--- src/logic/cgrpc_regs.vh ---
`ifndef CGRPC_REGS_VH
`define CGRPC_REGS_VH

// control port addresses
`define CGRPC_ADDR_MODE 6'h10
`define CGRPC_ADDR_RATE 6'h11
`define CGRPC_ADDR_PHASE 6'h12

// reset values and writable bits (reserved bits stay zero)
`define CGRPC_MODE_RESET 16'h00ff
`define CGRPC_RATE_RESET 16'hbb80
`define CGRPC_PHASE_RESET 16'h0000
`define CGRPC_MODE_WMASK 16'hfcff
`define CGRPC_PHASE_WMASK 16'h01ff

// mode register fields
`define CGRPC_BIT_REF 15
`define CGRPC_BIT_VID 14
`define CGRPC_BIT_PLLG 13
`define CGRPC_BIT_P200 12
`define CGRPC_BIT_X87 11
`define CGRPC_BIT_C128 10
// phase register direction bit
`define CGRPC_BIT_PDIR 8

// timing
`define CGRPC_CLK_HZ 100000000
`define CGRPC_CLK_KHZ (`CGRPC_CLK_HZ / 1000)
`define CGRPC_PHASE_TICK_KHZ 3072

// bit clock table
`define CGRPC_BIT_STEP_HZ 2400
`define CGRPC_P200_HZ 200
`define CGRPC_X128 128

// conversion rates named by the high nibble
`define CGRPC_CONV_0 7200
`define CGRPC_CONV_1 8400
`define CGRPC_CONV_2 9000
`define CGRPC_CONV_3 9600
`define CGRPC_CONV_4 11200
`define CGRPC_CONV_5 12000
`define CGRPC_CONV_6 12800

// video lock base rates
`define CGRPC_VBASE_48K 48000
`define CGRPC_VBASE_32K 32000
`define CGRPC_VBASE_44K1 44100
`define CGRPC_VBASE_29K4 29400
`define CGRPC_VBASE_44K056 44056

`endif

--- src/logic/cgrpc_top.v ---
// Behaviour
// - low nibble picks bit clock rate
// - bit clock scaled by actual/named rate
// - plus-200 bit adds 200 Hz
// - both nibbles 1111 gives 128x conversion
// - video lock: field sets conversion rate
// - video base decoded from bits 6:4
// - bits 2:0 give divisor one to eight
// - mode resets 00ff, held in reset/power-down
// - sample-rate value used when not sync-referenced
// - sample rate resets bb80, held likewise
// - direction bit: 0 advance, 1 retard
// - magnitude decremented at 3.072 MHz
// - read gives remaining; write may replace
// - video lock: both bits set, no bit clock

`include "cgrpc_regs.vh"

module cgrpc_top (
  input wire core_clk,
  input wire nrst,
  input wire power_down_n,
  input wire [5:0] ctrl_addr,
  input wire [15:0] ctrl_wdata,
  input wire ctrl_wr,
  input wire ctrl_rd,
  output reg [15:0] ctrl_rdata_r,
  output reg bit_clock_out_r,
  output reg [16:0] conv_rate_hz_r,
  output reg video_mode_r,
  output reg phase_adv_pulse_r,
  output reg phase_ret_pulse_r,
  output reg [15:0] mode_r,
  output reg [15:0] rate_r
);

  reg [15:0] phase_r;
  reg [15:0] phase_nxt;
  reg [47:0] nco_acc_r;
  reg [47:0] nco_acc_nxt;
  reg bit_clock_nxt;
  reg [16:0] tick_acc_r;
  reg [16:0] tick_acc_nxt;
  reg tick;
  reg [15:0] rdata_nxt;
  reg [18:0] actual_x7;
  reg [31:0] conv_tmp;
  reg [31:0] tick_sum;

  wire [14:0] bit_rate_hz;
  wire [16:0] named_rate_x7;
  wire [15:0] video_rate_hz;
  wire ref_sync = mode_r[`CGRPC_BIT_REF];
  wire video_lock = mode_r[`CGRPC_BIT_REF] & mode_r[`CGRPC_BIT_VID];
  wire x128_mode = (mode_r[7:0] == 8'hff);
  wire [47:0] nco_step;
  wire [47:0] nco_thr;
  wire [47:0] nco_sum;
  wire wr_ok = ctrl_wr & power_down_n;
  // a phase write in the same cycle as a tick wins over the decrement
  wire phase_wr = wr_ok & (ctrl_addr == `CGRPC_ADDR_PHASE);
  // a count is consumed only from the crystal reference, never while powered down
  wire phase_take = tick & ~ref_sync & power_down_n & (phase_r[7:0] != 8'h00) & ~phase_wr;

  cgrpc_rate_decode u_decode (
    .rate_modifier_field(mode_r[7:0]),
    .plus_200hz_modifier(mode_r[`CGRPC_BIT_P200]),
    .bit_rate_hz(bit_rate_hz),
    .named_rate_x7(named_rate_x7),
    .video_rate_hz(video_rate_hz)
  );

  // mode and sample-rate registers; power-down forces defaults and blocks writes
  always @(posedge core_clk or negedge nrst) begin
    if (!nrst) begin
      mode_r <= `CGRPC_MODE_RESET;
      rate_r <= `CGRPC_RATE_RESET;
    end else if (!power_down_n) begin
      mode_r <= `CGRPC_MODE_RESET;
      rate_r <= `CGRPC_RATE_RESET;
    end else if (wr_ok) begin
      if (ctrl_addr == `CGRPC_ADDR_MODE) begin
        mode_r <= ctrl_wdata & `CGRPC_MODE_WMASK;
      end
      if (ctrl_addr == `CGRPC_ADDR_RATE) begin
        rate_r <= ctrl_wdata;
      end
    end
  end

  // actual conversion rate in units of 1/7 Hz
  always @* begin
    if (ref_sync && !x128_mode) begin
      // locked to sync: the true rate is unknown here, assume the named one
      actual_x7 = {2'b00, named_rate_x7};
    end else if (mode_r[`CGRPC_BIT_X87] && !ref_sync) begin
      actual_x7 = {rate_r, 3'b000};
    end else begin
      actual_x7 = {rate_r, 3'b000} - {3'b000, rate_r};
    end
  end

  // nco: toggles at 2 * bit_rate * actual / named, so output = bit_rate * actual / named
  assign nco_step = {33'd0, bit_rate_hz} * {29'd0, actual_x7};
  assign nco_thr = {31'd0, named_rate_x7} * (`CGRPC_CLK_HZ / 2);
  assign nco_sum = nco_acc_r + nco_step;

  always @* begin
    nco_acc_nxt = nco_sum;
    bit_clock_nxt = bit_clock_out_r;
    if (video_lock || !power_down_n || bit_rate_hz == 15'h0000 || named_rate_x7 == 17'h00000) begin
      // no bit clock in video lock or on reserved codes
      nco_acc_nxt = 48'h0;
      bit_clock_nxt = 1'b0;
    end else if (nco_sum >= nco_thr) begin
      // a smaller threshold after a rate change would leave the sum out of range and
      // toggle every cycle until it drained, so restart the period instead
      if (nco_acc_r >= nco_thr) begin
        nco_acc_nxt = 48'h0;
      end else begin
        nco_acc_nxt = nco_sum - nco_thr;
      end
      bit_clock_nxt = ~bit_clock_out_r;
    end
  end

  // bit clock output and its accumulator
  always @(posedge core_clk or negedge nrst) begin
    if (!nrst) begin
      nco_acc_r <= 48'h0;
      bit_clock_out_r <= 1'b0;
    end else begin
      nco_acc_r <= nco_acc_nxt;
      bit_clock_out_r <= bit_clock_nxt;
    end
  end

  // fractional tick at 3.072 MHz from the 100 MHz clock, no long-term drift
  always @* begin
    tick_sum = {15'h0000, tick_acc_r} + `CGRPC_PHASE_TICK_KHZ;
    tick = 1'b0;
    if (tick_sum >= `CGRPC_CLK_KHZ) begin
      tick_sum = tick_sum - `CGRPC_CLK_KHZ;
      tick = 1'b1;
    end
    // remainder stays below the clock rate in kHz, so the slice drops only zeros
    tick_acc_nxt = tick_sum[16:0];
  end

  // phase register: a write replaces whatever is still pending
  always @* begin
    phase_nxt = phase_r;
    if (!power_down_n) begin
      phase_nxt = `CGRPC_PHASE_RESET;
    end else if (phase_wr) begin
      phase_nxt = ctrl_wdata & `CGRPC_PHASE_WMASK;
    end else if (phase_take) begin
      phase_nxt = phase_r - 16'h0001;
    end
  end

  // tick accumulator, phase count and the count pulses
  always @(posedge core_clk or negedge nrst) begin
    if (!nrst) begin
      tick_acc_r <= 17'h0;
      phase_r <= `CGRPC_PHASE_RESET;
      phase_adv_pulse_r <= 1'b0;
      phase_ret_pulse_r <= 1'b0;
    end else begin
      tick_acc_r <= tick_acc_nxt;
      phase_r <= phase_nxt;
      // one pulse per consumed count, but not on the cycle a write lands
      phase_adv_pulse_r <= phase_take & ~phase_r[`CGRPC_BIT_PDIR];
      phase_ret_pulse_r <= phase_take & phase_r[`CGRPC_BIT_PDIR];
    end
  end

  // effective conversion rate for the converters
  always @* begin
    if (video_lock) begin
      conv_tmp = {16'h0000, video_rate_hz};
    end else if (ref_sync) begin
      conv_tmp = {15'h0000, named_rate_x7} / 7;
    end else begin
      conv_tmp = {13'h0000, actual_x7} / 7;
    end
  end

  // read data returned the cycle after the read strobe; unmapped reads zero
  always @* begin
    case (ctrl_addr)
      `CGRPC_ADDR_MODE: rdata_nxt = mode_r;
      `CGRPC_ADDR_RATE: rdata_nxt = rate_r;
      `CGRPC_ADDR_PHASE: rdata_nxt = phase_r;
      default: rdata_nxt = 16'h0000;
    endcase
  end

  // registered outputs: read data holds until the next read strobe
  always @(posedge core_clk or negedge nrst) begin
    if (!nrst) begin
      ctrl_rdata_r <= 16'h0000;
      conv_rate_hz_r <= 17'h0;
      video_mode_r <= 1'b0;
    end else begin
      if (ctrl_rd) begin
        ctrl_rdata_r <= rdata_nxt;
      end
      conv_rate_hz_r <= conv_tmp[16:0];
      video_mode_r <= video_lock;
    end
  end

endmodule // cgrpc_top

--- src/logic/cgrpc_rate_decode.v ---
`include "cgrpc_regs.vh"

// pure decode of the rate modifier field into rates
module cgrpc_rate_decode (
  input wire [7:0] rate_modifier_field,
  input wire plus_200hz_modifier,
  output reg [14:0] bit_rate_hz,
  output reg [16:0] named_rate_x7,
  output reg [15:0] video_rate_hz
);

  reg [31:0] tmp_bit;
  reg [31:0] tmp_named;
  reg [31:0] tmp_base;
  reg [31:0] tmp_video;
  reg [3:0] divisor;

  // conversion rate named by high nibble, scaled by 7 so 8/7 stays integer
  function [31:0] named_x7;
    input [3:0] code;
    begin
      case (code)
        4'h0: named_x7 = `CGRPC_CONV_0 * 7;
        4'h1: named_x7 = `CGRPC_CONV_1 * 7;
        4'h2: named_x7 = `CGRPC_CONV_2 * 7;
        4'h3: named_x7 = `CGRPC_CONV_3 * 7;
        4'h4: named_x7 = `CGRPC_CONV_4 * 7;
        4'h5: named_x7 = `CGRPC_CONV_5 * 7;
        4'h6: named_x7 = `CGRPC_CONV_6 * 7;
        4'h7: named_x7 = `CGRPC_CONV_0 * 8;
        4'h8: named_x7 = `CGRPC_CONV_2 * 8;
        4'h9: named_x7 = `CGRPC_CONV_3 * 8;
        4'ha: named_x7 = `CGRPC_CONV_5 * 8;
        4'hf: named_x7 = 7;
        default: named_x7 = 0;
      endcase
    end
  endfunction

  // table decode; reserved codes give zero, which stops the bit clock
  always @* begin
    tmp_bit = 0;
    if (rate_modifier_field == 8'hff) begin
      tmp_bit = `CGRPC_X128;
    end else if (rate_modifier_field[3:0] <= 4'hb) begin
      tmp_bit = (rate_modifier_field[3:0] + 1) * `CGRPC_BIT_STEP_HZ;
      if (plus_200hz_modifier) begin
        tmp_bit = tmp_bit + `CGRPC_P200_HZ;
      end
    end
    bit_rate_hz = tmp_bit[14:0];
    tmp_named = named_x7(rate_modifier_field[7:4]);
    named_rate_x7 = tmp_named[16:0];
  end

  // video lock: base by bits 6:4, ntsc-only codes need bit 7 low
  always @* begin
    case (rate_modifier_field[6:4])
      3'h0: tmp_base = `CGRPC_VBASE_48K;
      3'h1: tmp_base = `CGRPC_VBASE_32K;
      3'h2: tmp_base = `CGRPC_VBASE_44K1;
      3'h3: tmp_base = `CGRPC_VBASE_29K4;
      3'h4: tmp_base = rate_modifier_field[7] ? 0 : `CGRPC_VBASE_48K;
      3'h5: tmp_base = rate_modifier_field[7] ? 0 : `CGRPC_VBASE_44K056;
      default: tmp_base = 0;
    endcase
    divisor = {1'b0, rate_modifier_field[2:0]} + 4'h1;
    tmp_video = tmp_base / {28'h0000000, divisor};
    video_rate_hz = tmp_video[15:0];
  end

endmodule // cgrpc_rate_decode

--- config.mk ---
export PLATFORM = sky130hd
export DESIGN_NAME = cgrpc_top
export DESIGN_NICKNAME = d
export VERILOG_FILES = /design/src/logic/cgrpc_top.v /design/src/logic/cgrpc_rate_decode.v
export VERILOG_INCLUDE_DIRS = /design/src /design/src/logic
export SDC_FILE = /design/constraint.sdc
export NUM_CORES = 1
export LEC_CHECK = 0
export BUFFER_PORTS_ARGS = -buffer_cell sky130_fd_sc_hd__buf_2
export CAP_MARGIN = 40
export CORE_UTILIZATION = 50
export DETAILED_ROUTE_END_ITERATION = 7
export GPL_TIMING_DRIVEN = 0
export PLACE_DENSITY = 0.66
export RECOVER_POWER = 50
export SLEW_MARGIN = 20
export SYNTH_ARGS = -nofsm -noshare
export SYNTH_HDL_FRONTEND = slang
export SYNTH_SLANG_ARGS = --single-unit
--- constraint.sdc ---
create_clock -name core_clk -period 88.1 [get_ports core_clk]
set_clock_uncertainty 0.2 [all_clocks]
set_input_delay 17.62 -clock core_clk [delete_from_list [all_inputs] [get_ports core_clk]]
set_output_delay 17.62 -clock core_clk [all_outputs]
set_load 0.02 [all_outputs]
# Word level (Yosys, flattened, before mapping)
# Memory sizes are Yosys's and may differ from the RTL's.
# Index checks and enable logic that the tools add are counted.
# classes
addsub	9
mul	3
div_mod_pow	3
n_lt_le_gt_ge	4
n_eq_ne	13
shift	0
mux	27
bitwise	13
n_reduce_logical	15
# ops
operator	n
$pmux 32 s6	1
$mux 16	11
$mux 48	3
$ge 48x43->1	2
$mux 17	3
$add 48x34->48	1
$pmux 16 s3	1
$sub 48x43->48	1
$mux 15	3
$mux 19	2
$mul 17x19->36 const B	1
$mul 15x19->34	1
$div 17x3->32 const B	1
$div 19x3->32 const B	1
$div 32x4->32	1
$mul 32x7->10 const B	1
$sub 19x16->19	1
$add 17x12->18 const B	1
$eq 6x5->1 const B	3
$ge 18x17->1 const B	1
$logic_not 17->1	1
$sub 17x17->17 const B	1
$sub 16x1->16 const B	1
$add 15x8->15 const B	1
20 further kinds	43
# totals
regBits	150
latchBits	0
mem_bits_rw	0
romBits	272
inputBits	27
memories	1
# mem_list
memory	words	width	read_ports	rd_ports_with_merged_regs	write_ports	line_no	rtl
(no name shown)	16	17	1	0	0	cgrpc_rate_decode.v:22	case (code)

# Logic depth before layout (Yosys ltp)
# logic_depth
ltp_word	12
mapped_depth	343
depth_no_buf	313

# Cells and area by module
# From an unflattened synthesis, not the netlist that was laid out.
# hier_totals
hier_cells	6096
area_unflattened_um2	46838.7
# modules_own_cells
module	instances	cells_each	area_each_um2	seq_area_each_um2
cgrpc_top	1	3273	27925.5	3597.2
cgrpc_rate_decode	1	2823	18913.1	0.0

# Worst setup path before layout
# OpenSTA, ideal clock, no wires.
# synth_path
kind	register to register
startpoint	register mode_r[0]
endpoint	register conv_rate_hz_r[0]
setup_ns	0.136
arrival_ns	65.246
required_ns	87.764
path_slack_ns	22.519
path_stages_with_launch	316
path_buffers	28
path_cell_list	dfstp_2 > clkbuf_1 > inv_1 > ha_1 > ha_1 > nand3b_1 > a21oi_1 > nor2_1 > ha_1 > or3_1 > nand3_1 > o311ai_0 > ha_1 > or3_1 > o22ai_2 > o311ai_1 > and3_1 > buf_4 > (+280 left out) > or2_4 > nor3_4 > nand4_1 > clkbuf_1 > mux2_1 > ha_1 > a21oi_1 > nor2b_1 > a2111oi_0 > o21ai_0 > a21oi_1 > o311ai_0 > a2111oi_0 > o2111ai_1 > a2111oi_0 > nand4_1 > nor4_1 > a31oi_1
# synth_via
elab_chain_cells	7
# synth_lines
element	line_no	rtl
start, declared	cgrpc_top.v:33	output reg [15:0] mode_r,
start signal, assigned	cgrpc_top.v:76	mode_r <= `CGRPC_MODE_RESET;
start signal, assigned	cgrpc_top.v:79	mode_r <= `CGRPC_MODE_RESET;
start signal, assigned	cgrpc_top.v:83	mode_r <= ctrl_wdata & `CGRPC_MODE_WMASK;
branches (longest 6 deep; another with $div 32x4->32)	n/a	
$mux 17 (*)	cgrpc_top.v:180	if (video_lock) begin
named net conv_tmp[0]	cgrpc_top.v:47	reg [31:0] conv_tmp;
end signal, assigned	cgrpc_top.v:209	conv_rate_hz_r <= conv_tmp[16:0];
end, declared	cgrpc_top.v:29	output reg [16:0] conv_rate_hz_r,
# Mark *: on every way through the listed nets, which the timed path passes.
# A chain may end at the register's enable or synchronous reset.

# Final worst setup path
# Same ends and word-level chain as after synthesis.

==> results by group <==
STA
  – Setup TNS: 0 ns
  – Relative slew slack: -196%
  – Max Clk Rate: 12.4 MHz
  – Worst slew pin tran: 4.44 ns
  – Count of pins over their slew limit: 143
  – Setup-failing EPs final: 0
  – RSZ-0062 raised after global routing: no
  – Hold Vio Cnt, Final: 0
  – Final period utilization: 91.7%
  – Final Critical Period: 80.82 ns

Route
  – Detailed-router iteration count before antenna repair: 6
  – Drt wl/cell: 19.3 um
  – Number of routed nets with antenna violations: 0
  – Via/cell ratio: 6.06
  – DRT Wirelength: 130 mm
  – DRC: 0
  – DR iter-0 viols: 3,193
  – Via count: 40,901

Clock network
  – Clock Sinks: 140
  – CTS tree: built
  – Hold-fix buffers at CTS: 0
  – H-tree levels: 4
  – CTS clk-pin slew, worst paths: 0.07 ns
  – Number of buffers inserted during clock tree synthesis: 17
  – Clock Root Buffer: clkbuf_16
  – Post-CTS sizing: 0
  – Clock Tree Buf Depth: 2
  – Post-CTS Setup Bufs: 0
  – Clock Latency Late Sink: 0.50 ns

Critical path
  – Top Family by Delay on Critical Path: compound AO/OA/AOI/OAI gates
  – CP Data Arrival Time: 80.98 ns
  – Worst-path fanout max: 21
  – Worst path required time: 88.25 ns
  – Critical path class: reg2reg
  – Slowest-stage cell, CP: dfstp_2
  – Bufs and invs on worst path: 39
  – CP peak stage delay: 1.01 ns
  – Critical Path Sink Type: flop
  – Most common cell on crit path: o21a_1
  – Crit path launch type: flop

Floorplanning
  – Die width: 293 um
  – # IOs: 96
  – Row count: 106
  – Die area: 0.0857 mm2
  – Die Y: 293 um
  – Initial core utilization: 50.5%
  – Core area: 0.0837 mm2

Placed design
  – HPWL after DPL: 110 mm
  – I/O Buffers: 89
  – GP Congestion: 0.968
  – Placed Area: 0.0445 mm2

GRT
  – Largest net degree at the start of global routing: 83
  – Antenna violations before repair: 2
  – First-pass GRT wire length: 208 mm
  – Total grt overflow: 0
  – Vias in the first global route: 38,751
  – Total GRT Usage: 30.0%

Outcome
  – Outcome: complete, but fails checks
  – Failing checks: capacitance limit, slew limit

Flow run
  – Max-cap violations: 2

Yosys
  – Synth area leaders: ha_1, fa_1, dfrtp_1, nand2_1, nor2_1
  – Ys flop type: dfrtp_1
  – Synth cell types: 143
  – Async S/R FF share, synth: 100%
  – Largest area contributor in the netlist: ha_1
  – Yosys reg bits: 140
  – EDFF count, synth: 0
  – Post-synthesis cell area: 0.0423 mm2
  – Syn Inst Count: 5,441
  – Yosys Warn Count: 0
  – Register area share after synthesis: 8.34%
  – Syn_area_per_cell: 7.77 um2
  – Top cell type's share of synthesized area: 14.6%

Cells and area
  – Number of fill cells: 8,173
  – Multi-input gate area: 0.0364 mm2
  – Final instance area: 0.0450 mm2
  – Final nets: 6,410
  – Area Growth Syn to Fin: 6.61%
  – Flip-flop and latch area: 0.00352 mm2
  – Commonest cells after routing, fill and taps aside: nand2_1, nor2_1, ha_1, inv_1, a21oi_1
  – Fraction of layout cells with a size suffix above 1: 6.93%
  – Most common cell after layout, fill and taps aside: nand2_1

Min path
  – Tightest Hold Check Type: reg2reg
-- path summary, 6_finish.rpt --
kind / start / end / slack (ns) / cells past startpoint
min reg2reg: tick_acc_r[7] / tick_acc_r[7] / 0.32 / 1
max in group asynchronous: nrst / rate_r[6] / 64.03 / 2
min: tick_acc_r[7] / tick_acc_r[7] / 0.32 / 1
max: mode_r[0] / conv_rate_hz_r[0] / 7.28 / 317
min in group asynchronous: nrst / bit_clock_out_r / 18.10 / 1
max reg2reg: mode_r[0] / conv_rate_hz_r[0] / 7.28 / 317
-- Yosys cell counts, drive strengths merged, types with 17 or more instances --
| library cell | number |
|---|---|
| nand2 | 510 |
| nor2 | 494 |
| ha | 493 |
| inv | 464 |
| a21oi | 334 |
| fa | 290 |
| o21ai | 239 |
| xnor2 | 196 |
| nand3 | 174 |
| nor3 | 172 |
| xor2 | 147 |
| a21o | 145 |
| dfrtp | 125 |
| clkbuf | 104 |
| o21a | 98 |
| mux2i | 83 |
| a31oi | 79 |
| nand4 | 77 |
| and2 | 73 |
| nand2b | 69 |
| and3 | 65 |
| or2 | 64 |
| nor2b | 62 |
| a211oi | 59 |
| o21bai | 55 |
| o22ai | 51 |
| buf | 50 |
| or3 | 50 |
| o211ai | 45 |
| nor4 | 44 |
| o31ai | 41 |
| mux2 | 34 |
| or4 | 28 |
| and4 | 27 |
| a21boi | 25 |
| a2111oi | 20 |
| nor3b | 20 |
| a31o | 19 |
| o211a | 19 |
| a211o | 18 |
| nand3b | 18 |
| nand4b | 18 |
| o22a | 17 |
| o31a | 17 |
-- cell families (layout without fill, tap and decap cells) --
family | Yosys count | count (layout) | share of synthesized area, %
XOR/XNOR | 343 | 343 | 7.23
AO/OA/AOI/OAI | 1434 | 1434 | 23.2
other | 2 | 26 | 0.0178
adder cells (fa/ha/maj) | 789 | 789 | 28.5
buffers and inverters | 620 | 769 | 5.73
AND/OR/NAND/NOR | 1996 | 1996 | 24.0
flip-flops | 140 | 140 | 8.34
multiplexers | 117 | 117 | 2.94
-- sequential cells by signal, summed over array words and instances (netlist names) --
signal             count
video_mode_r           1
bit_clock_out_r        1
phase_ret_pulse_r      1
phase_adv_pulse_r      1
nco_acc_r             45
mode_r                14
tick_acc_r            12
phase_r               16
ctrl_rdata_r          16
conv_rate_hz_r        17
rate_r                16
-- layer usage --
layer	wire length, um	track usage [%]	part of all wire, %
met1	60200	42.3	46
met2	58300	48.2	45
met3	8600	4.11	6.6
met4	3080	7.52	2.4
met5	17	0	0.013
-- final cells by class --
| class | count | share of cell area, % |
|---|---|---|
| inverters | 466 | 3.88 |
| diodes | 1 | 0.00556 |
| clock buffers | 18 | 0.975 |
| clock inverters | 14 | 0.311 |
| multi-input cells | 4704 | 80.8 |
| flip-flops and latches | 140 | 7.82 |
| plain buffers | 154 | 1.49 |
| well taps | 1134 | 3.15 |
| repair buffers | 117 | 1.55 |
-- through the flow --
stage,hold slack (ns),util (%),setup WS (ns),cells
2_1_floorplan,0.254,-,22.52,5464
3_3_place_gp,0.311,52.8,7.13,6687
3_5_place_dp,0.308,53.1,8.06,6708
4_1_cts,0.323,53.8,7.79,6740
5_1_grt,0.348,53.8,0.610,6748
6_report,0.317,53.8,7.28,6748
Power is left out: the tool's default activity adds up to more than one toggle a clock period on the data nets, which glitch-free logic cannot reach.
